$ cat src/synth_cfg_consts.svh
`ifndef SYNTH_CFG_CONSTS_SVH
`define SYNTH_CFG_CONSTS_SVH
// word indexes; byte address is index times four
`define IDX_RSV_A 8'h36
`define IDX_RSV_B 8'h37
`define IDX_RSV_C 8'h38
`define IDX_RSV_D 8'h39
`define IDX_ALIGN_CFG 8'h3a
`define IDX_LOCK_SEL 8'h3b
`define IDX_LOCK_DLY 8'h3c
// reset values
`define RST_RSV_A 16'h0000
`define RST_RSV_B 16'h0000
`define RST_RSV_C 16'h0000
`define RST_RSV_D 16'h0000
`define RST_ALIGN_CFG 16'h8001
`define RST_LOCK_SEL 16'h0001
`define RST_LOCK_DLY 16'h03e8
// field positions
`define POS_DISREGARD 15
`define POS_HYST 14
`define POS_BIAS_HI 13
`define POS_BIAS_LO 12
`define POS_FMT_HI 11
`define POS_FMT_LO 9
`define POS_KIND 0
// soft reset control word of our own, bit 1 resets the slice
`define IDX_SOFT_RST 8'h00
`define POS_SOFT_RST 1
// status word of our own
`define IDX_STATUS 8'h3d
// phase-detector quarter period prescale, in system clocks
`define QTR_PD_CYCLES 16'd4
`endif

$ cat src/synth_cfg_pkg.sv
package synth_cfg_pkg;
   typedef logic [15:0] word_t;
   typedef enum logic [2:0] {
      LK_IDLE = 3'b001,
      LK_WAIT = 3'b010,
      LK_DONE = 3'b100
   } lock_state_t;
endpackage : synth_cfg_pkg

$ cat src/lock_if.sv
`timescale 1ns/1ps
interface lock_if;
   logic start;
   logic tick;
   logic [15:0] delay;
   logic expired;
   modport ctrl (output start, output tick, output delay, input expired);
   modport timer (input start, input tick, input delay, output expired);
endinterface : lock_if

$ cat src/lock_delay_timer.sv
`timescale 1ns/1ps
module lock_delay_timer
   import synth_cfg_pkg::*;
(
   input wire logic clk,
   input wire logic resetn,
   lock_if.timer lk
);
   lock_state_t state_reg;
   lock_state_t state_next;
   logic [15:0] count_reg;
   logic [15:0] count_next;
   logic expired_reg;

   // counting in quarter phase-detector periods after calibration ends
   always_comb begin
      state_next = state_reg;
      count_next = count_reg;
      case (state_reg)
         LK_IDLE: begin
            if (lk.start) begin
               state_next = LK_WAIT;
               count_next = lk.delay;
            end
         end
         LK_WAIT: begin
            if (!lk.start) begin
               state_next = LK_IDLE;
            end else if (count_reg == 16'h0000) begin
               state_next = LK_DONE;
            end else if (lk.tick) begin
               count_next = count_reg - 16'h0001;
            end
         end
         LK_DONE: begin
            if (!lk.start) begin
               state_next = LK_IDLE;
            end
         end
         default: begin
            state_next = LK_IDLE;
         end
      endcase
   end

   always_ff @(posedge clk) begin
      if (!resetn) begin
         state_reg <= LK_IDLE;
         count_reg <= 16'h0000;
         expired_reg <= 1'b0;
      end else begin
         state_reg <= state_next;
         count_reg <= count_next;
         expired_reg <= (state_next == LK_DONE);
      end
   end

   assign lk.expired = expired_reg;
endmodule : lock_delay_timer

$ cat src/quarter_tick.sv
`timescale 1ns/1ps
`include "synth_cfg_consts.svh"
module quarter_tick (
   input wire logic clk,
   input wire logic resetn,
   output logic tick
);
   logic [15:0] div_reg;

   // one-cycle enable every quarter of a phase-detector period
   always_ff @(posedge clk) begin
      if (!resetn) begin
         div_reg <= 16'h0000;
         tick <= 1'b0;
      end else begin
         tick <= (div_reg == `QTR_PD_CYCLES - 16'd1);
         div_reg <= (div_reg == `QTR_PD_CYCLES - 16'd1) ? 16'h0000 : div_reg + 16'h0001;
      end
   end
endmodule : quarter_tick

$ cat src/synth_cfg_regs.sv
`timescale 1ns/1ps
`include "synth_cfg_consts.svh"
module synth_cfg_regs
   import synth_cfg_pkg::*;
(
   input wire logic CLK,
   input wire logic RESETN,
   input wire logic PSEL,
   input wire logic PENABLE,
   input wire logic PWRITE,
   input wire logic [31:0] PADDR,
   input wire logic [31:0] PWDATA,
   output logic [31:0] PRDATA,
   output logic PREADY,
   output logic PSLVERR,
   input wire logic OSCILLATOR_CALIBRATION_DONE,
   input wire logic TUNE_VOLTAGE_IN_RANGE,
   input wire logic OSCILLATOR_PHASE_ALIGNMENT_ENABLE,
   input wire logic SYNC_PIN,
   input wire logic SYSTEM_REFERENCE_REQUEST_PIN,
   output logic SYNC_ACCEPTED,
   output logic SYSTEM_REFERENCE_REQUEST_ACCEPTED,
   output logic ALIGNMENT_RECEIVER_HYSTERESIS,
   output logic [1:0] DIFFERENTIAL_BIAS_SELECT,
   output logic SYNC_DIFFERENTIAL,
   output logic REQUEST_DIFFERENTIAL,
   output logic SYNC_FILTERED,
   output logic REQUEST_FILTERED,
   output logic LOCK_INDICATOR
);
   word_t rsv_a_reg;
   word_t rsv_b_reg;
   word_t rsv_c_reg;
   word_t rsv_d_reg;
   word_t align_reg;
   word_t lock_sel_reg;
   word_t lock_dly_reg;
   logic soft_rst_reg;
   logic [31:0] prdata_next;

   lock_if lk ();
   logic tick_w;

   // word index decode, used for both write and read paths
   function automatic logic [7:0] word_index(input logic [31:0] addr);
      word_index = addr[9:2];
   endfunction : word_index

   wire logic [7:0] idx = word_index(PADDR);
   wire logic aligned = (PADDR[1:0] == 2'b00) && (PADDR[31:10] == 22'h0);
   wire logic wr_stb = PSEL && PENABLE && PWRITE && aligned;
   wire logic mapped = aligned && (idx == `IDX_SOFT_RST || idx == `IDX_STATUS
      || (idx >= `IDX_RSV_A && idx <= `IDX_LOCK_DLY));
   wire logic do_reset = !RESETN || soft_rst_reg;
   wire word_t wdat = PWDATA[15:0];

   // decoded alignment fields
   wire logic [2:0] fmt = align_reg[`POS_FMT_HI:`POS_FMT_LO];
   wire logic fmt_filt = fmt[2] && (fmt[1:0] != 2'b00);
   wire logic disregard = align_reg[`POS_DISREGARD] && !OSCILLATOR_PHASE_ALIGNMENT_ENABLE;
   wire logic kind = lock_sel_reg[`POS_KIND];
   wire logic cal_lock = lk.expired;
   wire logic lock_w = kind ? (cal_lock && TUNE_VOLTAGE_IN_RANGE) : cal_lock;

   // configuration words; soft reset reloads defaults so reserved words A to C need no rewrite
   always_ff @(posedge CLK) begin
      if (do_reset) begin
         rsv_a_reg <= `RST_RSV_A;
         rsv_b_reg <= `RST_RSV_B;
         rsv_c_reg <= `RST_RSV_C;
         rsv_d_reg <= `RST_RSV_D;
         align_reg <= `RST_ALIGN_CFG;
         lock_sel_reg <= `RST_LOCK_SEL;
         lock_dly_reg <= `RST_LOCK_DLY;
      end else if (wr_stb) begin
         if (idx == `IDX_RSV_A) rsv_a_reg <= wdat;
         if (idx == `IDX_RSV_B) rsv_b_reg <= wdat;
         if (idx == `IDX_RSV_C) rsv_c_reg <= wdat;
         if (idx == `IDX_RSV_D) rsv_d_reg <= wdat;
         if (idx == `IDX_ALIGN_CFG) align_reg <= wdat;
         if (idx == `IDX_LOCK_SEL) lock_sel_reg <= wdat;
         if (idx == `IDX_LOCK_DLY) lock_dly_reg <= wdat;
      end
   end

   // soft reset is a self-clearing pulse so the slice comes back after one cycle
   always_ff @(posedge CLK) begin
      if (!RESETN) begin
         soft_rst_reg <= 1'b0;
      end else begin
         soft_rst_reg <= wr_stb && idx == `IDX_SOFT_RST && PWDATA[`POS_SOFT_RST];
      end
   end

   // read mux; status word shows calibration lock and final lock
   always_comb begin
      prdata_next = 32'h0;
      case (idx)
         `IDX_RSV_A: prdata_next = {16'h0, rsv_a_reg};
         `IDX_RSV_B: prdata_next = {16'h0, rsv_b_reg};
         `IDX_RSV_C: prdata_next = {16'h0, rsv_c_reg};
         `IDX_RSV_D: prdata_next = {16'h0, rsv_d_reg};
         `IDX_ALIGN_CFG: prdata_next = {16'h0, align_reg};
         `IDX_LOCK_SEL: prdata_next = {16'h0, lock_sel_reg};
         `IDX_LOCK_DLY: prdata_next = {16'h0, lock_dly_reg};
         `IDX_STATUS: prdata_next = {30'h0, LOCK_INDICATOR, cal_lock};
         default: prdata_next = 32'h0;
      endcase
   end

   // apb answer: no wait state, ready in the access cycle after setup
   always_ff @(posedge CLK) begin
      if (!RESETN) begin
         PREADY <= 1'b0;
         PRDATA <= 32'h0;
         PSLVERR <= 1'b0;
      end else begin
         PREADY <= PSEL && !PREADY;
         PSLVERR <= PSEL && !PREADY && !mapped;
         PRDATA <= (PSEL && !PWRITE && mapped) ? prdata_next : 32'h0;
      end
   end

   // receiver configuration and gated alignment inputs
   always_ff @(posedge CLK) begin
      if (!RESETN) begin
         SYNC_ACCEPTED <= 1'b0;
         SYSTEM_REFERENCE_REQUEST_ACCEPTED <= 1'b0;
         ALIGNMENT_RECEIVER_HYSTERESIS <= 1'b0;
         DIFFERENTIAL_BIAS_SELECT <= 2'b00;
         SYNC_DIFFERENTIAL <= 1'b0;
         REQUEST_DIFFERENTIAL <= 1'b0;
         SYNC_FILTERED <= 1'b0;
         REQUEST_FILTERED <= 1'b0;
         LOCK_INDICATOR <= 1'b0;
      end else begin
         SYNC_ACCEPTED <= SYNC_PIN && !disregard;
         SYSTEM_REFERENCE_REQUEST_ACCEPTED <= SYSTEM_REFERENCE_REQUEST_PIN && !disregard;
         ALIGNMENT_RECEIVER_HYSTERESIS <= align_reg[`POS_HYST];
         // code 3 is invalid; its value is passed on unchanged
         DIFFERENTIAL_BIAS_SELECT <= align_reg[`POS_BIAS_HI:`POS_BIAS_LO];
         SYNC_DIFFERENTIAL <= fmt[0] && (fmt[1:0] != 2'b00);
         REQUEST_DIFFERENTIAL <= fmt[1];
         SYNC_FILTERED <= fmt_filt && fmt[0];
         REQUEST_FILTERED <= fmt_filt && fmt[1];
         LOCK_INDICATOR <= lock_w;
      end
   end

   assign lk.start = OSCILLATOR_CALIBRATION_DONE && !do_reset;
   assign lk.tick = tick_w;
   assign lk.delay = lock_dly_reg;

   quarter_tick u_tick (
      .clk(CLK),
      .resetn(RESETN),
      .tick(tick_w)
   );

   lock_delay_timer u_timer (
      .clk(CLK),
      .resetn(RESETN),
      .lk(lk.timer)
   );
endmodule : synth_cfg_regs

$ cat config.mk
export PLATFORM = sky130hd
export DESIGN_NAME = synth_cfg_regs
export DESIGN_NICKNAME = d
export VERILOG_FILES = /design/src/synth_cfg_pkg.sv /design/src/lock_if.sv /design/src/lock_delay_timer.sv /design/src/quarter_tick.sv /design/src/synth_cfg_regs.sv
export VERILOG_INCLUDE_DIRS = /design/src
export SDC_FILE = /design/constraint.sdc
export NUM_CORES = 1
export LEC_CHECK = 0
export BUFFER_PORTS_ARGS = -buffer_cell sky130_fd_sc_hd__clkbuf_2
export CAP_MARGIN = 15
export CORE_MARGIN = 2
export CORE_UTILIZATION = 51
export CTS_BUF_LIST = sky130_fd_sc_hd__clkbuf_4 sky130_fd_sc_hd__clkbuf_8 sky130_fd_sc_hd__clkbuf_16
export CTS_CLUSTER_SIZE = 25
export DETAILED_ROUTE_END_ITERATION = 8
export PLACE_DENSITY = 0.83
export SLEW_MARGIN = 10
export SYNTH_ARGS = -nofsm -noshare
export SYNTH_HDL_FRONTEND = slang
export SYNTH_HIERARCHICAL = 1
export SYNTH_SLANG_ARGS = --single-unit
$ cat constraint.sdc
create_clock -name CLK -period 2.05 [get_ports CLK]
set_input_delay 0 -clock CLK [delete_from_list [all_inputs] [get_ports CLK]]
set_output_delay 0 -clock CLK [all_outputs]
set_load 0.05 [all_outputs]
After elaboration in Yosys (flattened, before gate mapping)
Index checks and enable logic that the tools add are counted.
Cells by class
  bitwise operators: 1
  mux-type cells: 12
  reduce and logical (&&, ||, !) cells: 47
  add/subtract/negate cells: 2
  magnitude comparators: 2
  eq/ne operators: 17
Operator list (count)
  $pmux 16 s8: 1
  $eq 8x6->1 const B: 8
  $mux 16: 4
  $pmux 16 s2: 1
  $logic_not 22->1: 1
  $logic_and 1x1->1: 21
  $add 16x1->16 const B: 1
  $eq 16x2->1 const B: 1
  $logic_not 16->1: 1
  $reduce_and 2->1: 8
  $sub 16x1->16 const B: 1
  $mux 3: 4
  $pmux 3 s3: 1
  $ge 8x6->1 const B: 1
  $le 8x6->1 const B: 1
  $logic_not 8->1: 1
  $logic_not 1->1: 7
  $eq 3x3->1 const B: 2
  $reduce_and 5->1: 1
  $ne 2x1->1 const B: 2
  $ne 2x2->1 const B: 2
  $reduce_bool 2->1: 2
  $eq 3x1->1 const B: 1
  $eq 3x2->1 const B: 1
  other kinds (5): 7
Word-level totals
  input port bits: 74
  logic and storage cells: 106
  bits in registers: 194
  output and inout bits: 44

Longest topological paths before layout
Gate-level depths: netlist (run 1).
  depth after elaboration: 7
  mapped depth: 9
  gate-level depth less buffers: 7

Hierarchy
Netlist (run 1), hierarchy kept.
By module, submodules not included
  synth_cfg_regs: sequential area each 2822.7 um2, cells an instance 632, instances 1, area each 5820.6 um2
  lock_delay_timer: sequential area each 400.4 um2, cells an instance 157, instances 1, area each 1258.7 um2
  quarter_tick: sequential area each 340.3 um2, cells an instance 83, instances 1, area each 762.0 um2

Worst setup path after synthesis (run 1)
Ideal clock, no wire load.
  path type: register to register
  start: register u_timer.count_reg[0]
  end: register u_timer.count_reg[15]
  required time: 1.931 ns
  stages on the path, launching flop included: 9
  period minus slack after synthesis: 2.058 ns
  library setup time: 0.119 ns
  data arrival time: 1.940 ns
  buffers on the path: 1
  slack: -0.008 ns
  path through: dfxtp_1 inv_1 ha_1 nor3b_1 nand4b_2 o41ai_4 buf_6 nor2_1 o221a_1
On the way
  cells in the longest elaborated chain, start to end: 5
  elaborated cells between the ends (all ways): 8
  those cells by class: add/sub: 1; eq/ne: 1; mux: 4; reduce/logical: 2
Ends and longest elaborated chain
  start: declaration: line lock_delay_timer.sv:11  | logic [15:0] count_reg;
  start signal: assignment: line lock_delay_timer.sv:53  | count_reg <= count_next;
  $sub 16x1->16: line lock_delay_timer.sv:32  | count_next = count_reg - 16'h0001;
  $mux 16: line lock_delay_timer.sv:31  | end else if (lk.tick) begin
  $mux 16: line lock_delay_timer.sv:29  | end else if (count_reg == 16'h0000) begin
  $mux 16: line lock_delay_timer.sv:27  | if (!lk.start) begin
  $pmux 16 s2: line lock_delay_timer.sv:19  | case (state_reg)
Parallel ways exist; a longest one is shown, timed or not. The select of a mux whose other input is x is not followed.
A chain may end at the register's enable or synchronous reset.

Worst setup path after layout (run 1)
  start: register u_timer.count_reg[0]
  end: register u_timer.expired_reg (netlist: u_timer/lk.expired)
On the way
  cells in the longest elaborated chain, start to end: 5
Ends and longest elaborated chain
  $logic_not 16->1: line lock_delay_timer.sv:29
  $mux 3: line lock_delay_timer.sv:29
  $mux 3: line lock_delay_timer.sv:27
  $pmux 3 s3: line lock_delay_timer.sv:19
  $eq 3x3->1: line lock_delay_timer.sv:54  | expired_reg <= (state_next == LK_DONE);
  end signal: assignment: line lock_delay_timer.sv:54
  end: declaration: line lock_delay_timer.sv:13  | logic expired_reg;
No other way between the ends.

==> results.sh, run 1 <==
export IMPL_largest_buffer_count_on_any_clock_path=2
export IMPL_buffer_ports_inserted=85
export IMPL_cts_sink_count=178
export IMPL_cp_slowest_stage_delay_ns=0.32
export IMPL_initial_core_util_pct=52.0
export IMPL_synth_async_reset_ratio_pct=0
export IMPL_drt_wirelength_per_cell_um=17.5
export IMPL_synthDominantCellAreaShare_pct=45.4
export IMPL_synthesis_area_mm2=0.00784
export IMPL_hold_viol_final=0
export IMPL_yosys_warnings=6
export IMPL_period_share_pct=94.4
export IMPL_tritoncts_clock_tree="done"
export IMPL_synth_seq_cells=178
export IMPL_irDropWorstVdd_mv=0.645
export IMPL_grt_pass1_vias=6446
export IMPL_worstPathMaxFanout=5
export IMPL_placed_cell_area_mm2=0.00852
export IMPL_finalSetupViolations=0
export IMPL_routed_wl_um=20800
export IMPL_synth_most_common_cell="sky130_fd_sc_hd__dfxtp_1"
export IMPL_syn_avg_cell_area_um2=8.99
export IMPL_timing_clock_skew_ns=0.00509
export IMPL_clock_tree_root_cell="sky130_fd_sc_hd__clkbuf_16"
export IMPL_ant_nets=0
export IMPL_drv_max_cap_violation_count=0
export IMPL_power_switching_fraction_pct=23.7
export IMPL_status="finished, final reports clean"
export IMPL_yosys_area_share_simple_pct=21.2
export IMPL_synth_yosys_seq_area_share_pct=45.4
export IMPL_post_synth_most_frequent_cells="178 x sky130_fd_sc_hd__dfxtp_1, 122 x sky130_fd_sc_hd__nor2_1, 106 x sky130_fd_sc_hd__nand2_1, 96 x sky130_fd_sc_hd__mux2i_1, 64 x sky130_fd_sc_hd__a21oi_1"
export IMPL_die_area_mm2=0.0164
export IMPL_syn2layout_area_growth_pct=20.2
export IMPL_worst_hold_path_type="in2reg"
export IMPL_nNetsFinal=1060
export IMPL_fmax_ghz=0.517
export IMPL_synth_xor_xnor_area_share_pct=1.45
export IMPL_timing_worst_setup_path_type="reg2reg"
export IMPL_final_non_filler_cell_area_mm2=0.00942
export IMPL_tightest_slew_ns=0.620
export IMPL_cts_repair_resize_count=0
export IMPL_chipHeight_um=128
export IMPL_overflow=0
export IMPL_drt_iter0_markers=689
export IMPL_filler_cell_count=1232
export IMPL_placement_rows=45
export IMPL_route_detailed_vias_per_inst=5.84
export IMPL_die_w_um=128
export IMPL_clock_insertion_delay_worst_skew_ns=0.44
export IMPL_crit_path_top_delay_cell="sky130_fd_sc_hd__dfxtp_1"
export IMPL_yosysTopAreaCell="sky130_fd_sc_hd__dfxtp_1"
export IMPL_pin_count_of_the_biggest_net_entering_global_routing=44
export IMPL_core_region_area_mm2=0.0151
export IMPL_global_route_usage_total_pct=25.5
export IMPL_global_route_wire_length_before_repair_um=32500
export IMPL_number_of_antenna_violations_at_the_first_check_in_global_routing=0
export IMPL_drc_errors=0
export IMPL_timing_critical_path_from_type="flop"
export IMPL_antennaDiodeCount=0
export IMPL_category_of_the_worst_setup_path_capture_point="flop"
export IMPL_yosys_most_used_dff="sky130_fd_sc_hd__dfxtp_1"
export IMPL_floorplan_io_pins=118
export IMPL_total_power_w=0.00726
export IMPL_path_cells="inv_1, ha_1, nor3b_2, nand4b_2, buf_4, nor3_1, nand3_1, a211oi_1"
export IMPL_synth_compound_gate_area_share_pct=13.0
export IMPL_power_sequential_fraction_pct=48.4
export IMPL_relative_slew_margins_pct=58.6
export IMPL_synth_area_mux_share_pct=12.3
export IMPL_cts_made_buffers=17
export IMPL_ff2ff_setup_slack_ns=0.12
export IMPL_yosys_area_share_adder_pct=0.479
export IMPL_timing_critical_path_arrival_ns=2.28
export IMPL_routed_via_count=6910
export IMPL_clock_power_share_pct=44.1
export IMPL_power_leakage_nw=3.46
export IMPL_place_congestion=0.899
export IMPL_post_synth_edffs=0
export IMPL_power_internal_w=0.00554
export IMPL_netlist_cell_type_count=63
export IMPL_ctsHtreeMaxLevel=4
export IMPL_combinationalPowerShare_pct=7.5
export IMPL_first_pass_iters=7
export IMPL_maxSlewViolCount=0
export IMPL_power_net_switching_w=0.00172
export IMPL_synth_top_cells_by_area="sky130_fd_sc_hd__dfxtp_1 45%, sky130_fd_sc_hd__mux2i_1 12%, sky130_fd_sc_hd__nor2_1 5.8%"
export IMPL_synth_top_family_by_area="simple AND/OR/NAND/NOR gates"
export IMPL_clk_pin_slew_worst_setup_hold_paths_ns=0.07
export IMPL_rsz0062_at_grt="no"
export IMPL_power_per_cell_area_mw_per_mm2=771
export IMPL_drive_gt1_share_pct=17.1
export IMPL_syn_inst=872
export IMPL_setup_tns_ns=0
export IMPL_min_period_ns=1.93
export IMPL_required_ns=2.39
export IMPL_place_detailed_hpwl_um=13100
-- metrics by stage --
stage | util (%) | std cells | setup WS, ns | hold WS, ns
after detailed placement | 56.5 | 1120 | 0.0782 | 0.204
after global placement | 56.5 | 1120 | 0.115 | 0.207
after CTS | 62.4 | 1183 | 0.0492 | 0.0802
after global routing | 62.4 | 1183 | 0.00255 | 0.123
final | 62.4 | 1183 | 0.116 | 0.0984
after floorplan | - | 887 | 0.0882 | 0.112
-- critical path: cells and delay by family (launching register included) --
kind	cells	cell delay, ns
and+or+nand+nor	4	0.80
DFF	1	0.32
buffers and inverters	2	0.29
AOI/OAI and AO/OA	1	0.27
adders and majority gates	1	0.16
-- final timing paths --
| kind | from | to | cells past startpoint |
|---|---|---|---|
| min reg2reg | PREADY | PREADY | 1 |
| max reg2reg | u_timer/count_reg[0] | u_timer/lk.expired | 8 |
| min | PADDR[9] | soft_rst_reg | 5 |
| max | u_timer/count_reg[0] | u_timer/lk.expired | 8 |
-- logic make-up after synthesis --
group	Yosys count
compound gates	152
xor+xnor	13
fa+ha+maj	3
buf+inv	89
flops	178
mux	96
other cells	1
simple gates	340
-- per-layer routing --
layer  vias up  track usage, %  share of wire (%)
met5         -               0                  0
met4         0            10.9                2.6
met3        49            5.43                7.8
met2       348            41.0                 47
met1      3231            33.3                 43
li1       3282               -                  -
-- area by class of cell --
type	instances	area (um^2)	share of cell area, %
clock buffers	24	509	5.41
clock inverters	7	73.8	0.784
inverters	11	41.3	0.438
multi-input cells	620	3870	41.0
flip-flops and latches	178	3560	37.8
well taps	188	235	2.50
repair buffers	155	1130	12.0
-- cell usage in the layout (no fill, tap or decap), types with 3 or more instances in the layout --
cell,netlist,final
sky130_fd_sc_hd__and4_1,10,10
sky130_fd_sc_hd__a221oi_1,14,14
sky130_fd_sc_hd__mux2i_1,96,96
sky130_fd_sc_hd__a21oi_1,64,64
sky130_fd_sc_hd__or4_1,3,3
sky130_fd_sc_hd__and2_1,7,7
sky130_fd_sc_hd__buf_12,0,8
sky130_fd_sc_hd__a22oi_1,12,12
sky130_fd_sc_hd__o21ai_0,7,7
sky130_fd_sc_hd__clkbuf_2,0,85
sky130_fd_sc_hd__clkbuf_16,0,17
sky130_fd_sc_hd__a222oi_1,6,6
sky130_fd_sc_hd__nand2_1,106,106
sky130_fd_sc_hd__buf_4,26,30
sky130_fd_sc_hd__dlygate4sd3_1,0,32
sky130_fd_sc_hd__nand4_1,12,12
sky130_fd_sc_hd__and3_1,8,8
sky130_fd_sc_hd__a31oi_1,8,8
sky130_fd_sc_hd__inv_1,11,11
sky130_fd_sc_hd__o211ai_1,6,6
sky130_fd_sc_hd__nor3_1,13,13
sky130_fd_sc_hd__xnor2_1,5,5
sky130_fd_sc_hd__o31ai_1,5,5
sky130_fd_sc_hd__conb_1,1,16
sky130_fd_sc_hd__dfxtp_1,178,178
sky130_fd_sc_hd__nor2_1,122,122
sky130_fd_sc_hd__nor4_1,13,13
sky130_fd_sc_hd__nand2b_1,5,4
sky130_fd_sc_hd__or3_1,7,7
sky130_fd_sc_hd__nor4_4,3,3
sky130_fd_sc_hd__ha_1,3,3
sky130_fd_sc_hd__o32ai_1,7,7
sky130_fd_sc_hd__o21ai_1,3,3
sky130_fd_sc_hd__xor2_1,8,8
sky130_fd_sc_hd__nand3_1,11,11
sky130_fd_sc_hd__clkbuf_8,0,5
sky130_fd_sc_hd__o22ai_1,4,4
-- power by group through the flow --
stage | registers (W) | clock network [W] | logic [W]
finish | 0.00351 | 0.00320 | 0.000546
floorplan | 0.00360 | 0 | 0.000323
global placement | 0.00359 | 0 | 0.000484
global route | 0.00351 | 0.00339 | 0.000585
detailed placement | 0.00359 | 0 | 0.000490
CTS | 0.00351 | 0.00324 | 0.000536
-- repair_timing --
action / 4_1_cts / 5_1_grt
setup buffers: 0 / 0
hold buffers: 32 / 0
endpoints found under the hold margin: 118 / 0
endpoints found under the setup margin: 0 / 6
No activity file was read; power rests on OpenSTA's default activity.
==> inputs of run 2 (changes only) <==
- CORE_UTILIZATION: 51 -> 45
- PLACE_DENSITY: 0.83 -> 0.76
==> run 2 against run 1 <==
Cell count grew 3.3%. Clock skew grew 0.0030 ns. Setup slack lost 0.050 ns. Largest power group unchanged. Sequential share of layout area shrank 0.17 points.
==> results.sh, run 2 (synthesis results as in run 1) <==
export IMPL_status="finished, final reports clean"
export IMPL_maxSlewViolCount=0
export IMPL_power_per_cell_area_mw_per_mm2=759
export IMPL_largest_buffer_count_on_any_clock_path=2
export IMPL_post_route_worst_setup_slack_ns=0.0652
export IMPL_timing_critical_path_from_type="flop"
export IMPL_routed_wl_um=21100
export IMPL_number_of_antenna_violations_at_the_first_check_in_global_routing=0
export IMPL_floorplan_io_pins=118
export IMPL_combinationalPowerShare_pct=7.9
export IMPL_ant_nets=0
export IMPL_multi_input_comb_area_mm2=0.00391
export IMPL_relative_slew_margins_pct=58.3
export IMPL_nNetsFinal=1061
export IMPL_overflow=0
export IMPL_clock_insertion_delay_worst_skew_ns=0.43
export IMPL_fmax_ghz=0.504
export IMPL_syn2layout_area_growth_pct=20.7
export IMPL_finalSetupViolations=0
export IMPL_period_share_pct=96.8
export IMPL_route_detailed_vias_per_inst=5.69
export IMPL_place_detailed_hpwl_um=13300
export IMPL_clk_pin_slew_worst_setup_hold_paths_ns=0.06
export IMPL_tritoncts_clock_tree="done"
export IMPL_clock_tree_root_cell="sky130_fd_sc_hd__clkbuf_16"
export IMPL_mostFrequentLayoutCells="177 x sky130_fd_sc_hd__dfxtp_1, 122 x sky130_fd_sc_hd__nor2_1, 106 x sky130_fd_sc_hd__nand2_1, 96 x sky130_fd_sc_hd__mux2i_1, 85 x sky130_fd_sc_hd__clkbuf_2"
export IMPL_place_congestion=0.860
export IMPL_category_of_the_worst_setup_path_capture_point="flop"
export IMPL_ff2ff_setup_slack_ns=0.07
export IMPL_required_ns=2.37
export IMPL_initial_core_util_pct=45.7
export IMPL_global_route_wire_length_before_repair_um=32700
export IMPL_cts_sink_count=178
export IMPL_seq_area_mm2=0.00356
export IMPL_die_area_mm2=0.0185
export IMPL_grt_pass1_vias=6465
export IMPL_power_internal_w=0.00543
export IMPL_filler_cell_count=1536
export IMPL_antennaDiodeCount=0
export IMPL_first_pass_iters=7
export IMPL_placed_cell_area_mm2=0.00852
export IMPL_drive_gt1_share_pct=18.4
export IMPL_power_net_switching_w=0.00176
export IMPL_routed_via_count=6954
export IMPL_final_non_filler_cell_area_mm2=0.00947
export IMPL_power_switching_fraction_pct=24.4
export IMPL_whs_ns=0.0587
export IMPL_min_period_ns=1.98
export IMPL_core_region_area_mm2=0.0172
export IMPL_placement_setup_worst_slack_ns=-0.00590
export IMPL_ctsHtreeMaxLevel=4
export IMPL_chipHeight_um=136
export IMPL_placement_rows=48
export IMPL_power_leakage_nw=3.47
export IMPL_irDropWorstVdd_mv=0.626
export IMPL_final_common_cell="sky130_fd_sc_hd__dfxtp_1"
export IMPL_drc_errors=0
export IMPL_tightest_slew_ns=0.625
export IMPL_power_sequential_fraction_pct=49.0
export IMPL_timing_worst_setup_path_type="reg2reg"
export IMPL_hold_viol_final=0
export IMPL_timing_critical_path_arrival_ns=2.31
export IMPL_drv_max_cap_violation_count=0
export IMPL_pin_count_of_the_biggest_net_entering_global_routing=104
export IMPL_drt_wirelength_per_cell_um=17.3
export IMPL_die_w_um=136
export IMPL_worst_hold_path_type="in2reg"
export IMPL_drt_iter0_markers=664
export IMPL_cts_made_buffers=17
export IMPL_worstPathMaxFanout=7
export IMPL_timing_clock_skew_ns=0.00805
export IMPL_buffer_ports_inserted=85
export IMPL_clock_power_share_pct=43.2
export IMPL_global_route_usage_total_pct=22.6
## run 2: cell type report
class / instances / share of cell area (%)
inverter: 11 / 0.436
clock buffer: 19 / 4.78
sequential: 178 / 37.7
tap: 225 / 2.97
clock inverter: 13 / 1.18
multi-input combinational: 620 / 41.3
timing repair buffer: 156 / 11.7
## run 2: critical path: stages (launching register included)
cell,delay (ns)
sky130_fd_sc_hd__dfxtp_1,0.33
sky130_fd_sc_hd__inv_1,0.10
sky130_fd_sc_hd__ha_4,0.14
sky130_fd_sc_hd__nor3b_4,0.23
sky130_fd_sc_hd__nand4b_4,0.15
sky130_fd_sc_hd__o41ai_4,0.35
sky130_fd_sc_hd__buf_6,0.18
sky130_fd_sc_hd__buf_12,0.12
sky130_fd_sc_hd__nor2_1,0.04
sky130_fd_sc_hd__o221a_1,0.23
## run 2: power groups by stage
| stage | clock (W) | combinational (W) | sequential, W |
|---|---|---|---|
| after global placement | 0 | 0.000477 | 0.00359 |
| after CTS | 0.00314 | 0.000524 | 0.00351 |
| after floorplan | 0 | 0.000323 | 0.00360 |
| after global routing | 0.00328 | 0.000608 | 0.00352 |
| final | 0.00310 | 0.000564 | 0.00352 |
| after detailed placement | 0 | 0.000482 | 0.00359 |
## run 2: path summary, 6_finish.rpt
path	cells past startpoint	to	start
setup reg to reg	9	u_timer/count_reg[15]	u_timer/count_reg[1]
hold / removal	3	u_timer/state_reg[0]	OSCILLATOR_CALIBRATION_DONE
hold reg to reg	2	rsv_c_reg[7]	rsv_c_reg[7]
setup / recovery	9	u_timer/count_reg[15]	u_timer/count_reg[1]
## run 2: layer usage
metal | track usage [%] | wire length [um]
met1 | 30.3 | 9410
met5 | 0 | 0
met3 | 4.92 | 1670
met4 | 8.39 | 484
met2 | 35.7 | 9560
## run 2: stage by stage
step,TNS (ns),power [W],instances,util [%]
5_1_grt,-0.0702,0.00741,1222,55.1
4_1_cts,0,0.00718,1219,54.5
2_1_floorplan,0,0.00392,887,-
3_3_place_gp,0,0.00407,1159,49.6
3_5_place_dp,-0.00590,0.00407,1159,49.6
6_report,0,0.00718,1222,55.1
## run 2: what timing repair did
item | CTS | global route
buffers inserted | 0 | 1
hold endpoints to repair | 118 | 0
pin swaps | 1 | 2
setup endpoints to repair | 1 | 5
hold buffers | 28 | 0
resized for setup | 0 | 11
cloned | 0 | 2
==> inputs of run 3 (changes only) <==
- CORE_MARGIN: 2 -> default
==> run 3 against run 2 <==
Setup slack better by 0.0019 ns. Design area decreased by 0.66%. Cell count decreased by 0.74%. First-iteration DRC count rose by 16%. Hold slack worse by 0.046 ns. Clock power down 1%.
==> results.sh, run 3 (synthesis results as in run 1) <==
export IMPL_status="finished, final reports clean"
export IMPL_largest_buffer_count_on_any_clock_path=2
export IMPL_period_share_pct=96.7
export IMPL_ctsHtreeMaxLevel=4
export IMPL_mostFrequentLayoutCells="178 x sky130_fd_sc_hd__dfxtp_1, 122 x sky130_fd_sc_hd__nor2_1, 106 x sky130_fd_sc_hd__nand2_1, 96 x sky130_fd_sc_hd__mux2i_1, 85 x sky130_fd_sc_hd__clkbuf_2"
export IMPL_layout_core_utilization_pct=55.9
export IMPL_overflow=0
export IMPL_clk_pin_slew_worst_setup_hold_paths_ns=0.06
export IMPL_buffer_ports_inserted=85
export IMPL_drt_iter0_markers=772
export IMPL_cts_made_buffers=17
export IMPL_number_of_antenna_violations_at_the_first_check_in_global_routing=0
export IMPL_clock_insertion_delay_worst_skew_ns=0.43
export IMPL_timing_clock_skew_ns=0.00706
export IMPL_floorplan_io_pins=118
export IMPL_rsz0062_at_grt="no"
export IMPL_relative_slew_margins_pct=57.3
export IMPL_routed_via_count=6810
export IMPL_global_route_usage_total_pct=22.8
export IMPL_critical_path_top_cell_by_count="sky130_fd_sc_hd__and4_1"
export IMPL_irDropWorstVdd_mv=0.707
export IMPL_antennaDiodeCount=0
export IMPL_pin_count_of_the_biggest_net_entering_global_routing=44
export IMPL_nNetsFinal=1057
export IMPL_timing_critical_path_from_type="input pin"
export IMPL_hold_viol_final=0
export IMPL_timing_critical_path_arrival_ns=2.34
export IMPL_final_common_cell="sky130_fd_sc_hd__dfxtp_1"
export IMPL_initial_core_util_pct=46.6
export IMPL_ff2ff_setup_slack_ns=0.16
export IMPL_clock_tree_root_cell="sky130_fd_sc_hd__clkbuf_16"
export IMPL_worst_r2r_startpoint="u_timer/count_reg[7]"
export IMPL_worstPathMaxFanout=11
export IMPL_cp_slowest_stage_delay_ns=0.54
export IMPL_ant_nets=0
export IMPL_met3_routing_resource_usage_after_global_routing_pct=4.38
export IMPL_tightest_slew_ns=0.640
export IMPL_drc_errors=0
export IMPL_first_pass_iters=7
export IMPL_core_region_area_mm2=0.0168
export IMPL_setup_tns_ns=0
export IMPL_tritoncts_clock_tree="done"
export IMPL_routed_wl_um=20300
export IMPL_r2r_end="u_timer/count_reg[13]"
export IMPL_required_ns=2.40
export IMPL_placement_setup_worst_slack_ns=0.0955
export IMPL_reg2reg_depth=5
export IMPL_post_route_worst_setup_slack_ns=0.0671
export IMPL_groute_layer_met2_usage_pct=36.3
export IMPL_fmax_ghz=0.504
export IMPL_globalRoute_busiestLayer="met2"
export IMPL_place_congestion=0.880
export IMPL_die_w_um=134
export IMPL_timing_hold_worst_endpoint="soft_rst_reg"
export IMPL_cts_sink_count=178
export IMPL_timing_worst_setup_path_type="in2reg"
export IMPL_route_detailed_vias_per_inst=5.61
export IMPL_power_leakage_nw=3.43
export IMPL_syn2layout_area_growth_pct=19.9
export IMPL_finalSetupViolations=0
export IMPL_grt_pass1_vias=6276
export IMPL_crit_path_top_delay_cell="sky130_fd_sc_hd__dlygate4sd3_1"
export IMPL_drive_gt1_share_pct=17.1
export IMPL_worst_hold_path_type="in2reg"
export IMPL_path_cells="dlygate4sd3_1, clkbuf_2, and4b_1, and4_1, and4_1, buf_4, nand2_1, a21oi_1"
export IMPL_power_per_cell_area_mw_per_mm2=756
export IMPL_timing_hold_worst_start="RESETN"
export IMPL_placement_rows=47
export IMPL_maxSlewViolCount=0
export IMPL_chipHeight_um=134
export IMPL_drt_wirelength_per_cell_um=16.7
export IMPL_category_of_the_worst_setup_path_capture_point="flop"
export IMPL_min_period_ns=1.98
export IMPL_drv_max_cap_violation_count=0
export IMPL_global_route_wire_length_before_repair_um=32000
export IMPL_place_detailed_hpwl_um=13200
export IMPL_met1_usage_pct=30.4
export IMPL_hold_depth=3
export IMPL_die_area_mm2=0.0180
[run 3: changes by cell type in the layout (fill, tap and decap cells not counted), sizes merged]
cell / previous run / this run
inv: 12 / 15
clkbuf: 106 / 108
dlygate4sd3: 28 / 31
clkinv: 7 / 3
buf: 41 / 36
bufinv: 1 / 0
clkinvlp: 4 / 2
[run 3: worst max-delay path by stage]
stage	to	cells after the start	startpoint	slack, ns
after global placement	u_timer/count_reg[15]	8	u_timer/count_reg[0]	0.12
after CTS	u_timer/count_reg[10]	8	u_timer/count_reg[0]	0.08
after detailed placement	u_timer/count_reg[15]	8	u_timer/count_reg[0]	0.1
after global routing	u_timer/count_reg[13]	5	u_timer/count_reg[2]	0.006
final	lock_sel_reg[7]	8	PADDR[4]	0.07
after floorplan	u_timer/count_reg[15]	8	u_timer/count_reg[0]	0.09
[run 3: what timing repair did]
action	in CTS	in global routing
gates resized for setup	0	2
setup buffers	0	0
hold buffers	31	0
endpoints found under the hold margin	118	0
setup endpoints to repair	0	10
[run 3: through the flow]
stage | hold WS [ns] | power (W) | instance area [um^2] | cells
6_report | 0.0124 | 0.00711 | 9400 | 1213
5_1_grt | 0.0123 | 0.00735 | 9400 | 1213
4_1_cts | 0.00142 | 0.00715 | 9400 | 1213
3_5_place_dp | 0.207 | 0.00407 | 8530 | 1150
3_3_place_gp | 0.208 | 0.00407 | 8530 | 1150
2_1_floorplan | 0.112 | 0.00392 | 7900 | 887
[run 3: area by class of cell]
cell class / instances / area, um^2
fillers: 1479 / 7410
repair buffers: 152 / 1100
inverters: 11 / 41.3
multi-input cells: 620 / 3870
clock inverters: 9 / 71.3
well taps: 220 / 275
flip-flops and latches: 178 / 3560
clock buffers: 23 / 483
[run 3: power breakdown]
| part | switching, W | internal, W | leakage, nW |
|---|---|---|---|
| clock | 0.00137 | 0.00169 | 0.274 |
| sequential | 0.0000291 | 0.00348 | 1.44 |
| combinational | 0.000343 | 0.000198 | 1.72 |
| total | 0.00174 | 0.00537 | 3.43 |
[run 3: critical path: cells and delay by family]
| family | cells | cell delay (ns) |
|---|---|---|
| AND/OR/NAND/NOR | 4 | 1.28 |
| AO/OA/AOI/OAI | 1 | 0.14 |
| buffers and inverters | 3 | 0.90 |
[run 3: routing by layer]
layer	wire length [um]	vias to the layer above
met1	9090	3202
met5	0	-
met4	474	0
met2	9360	298
met3	1350	36
li1	-	3274
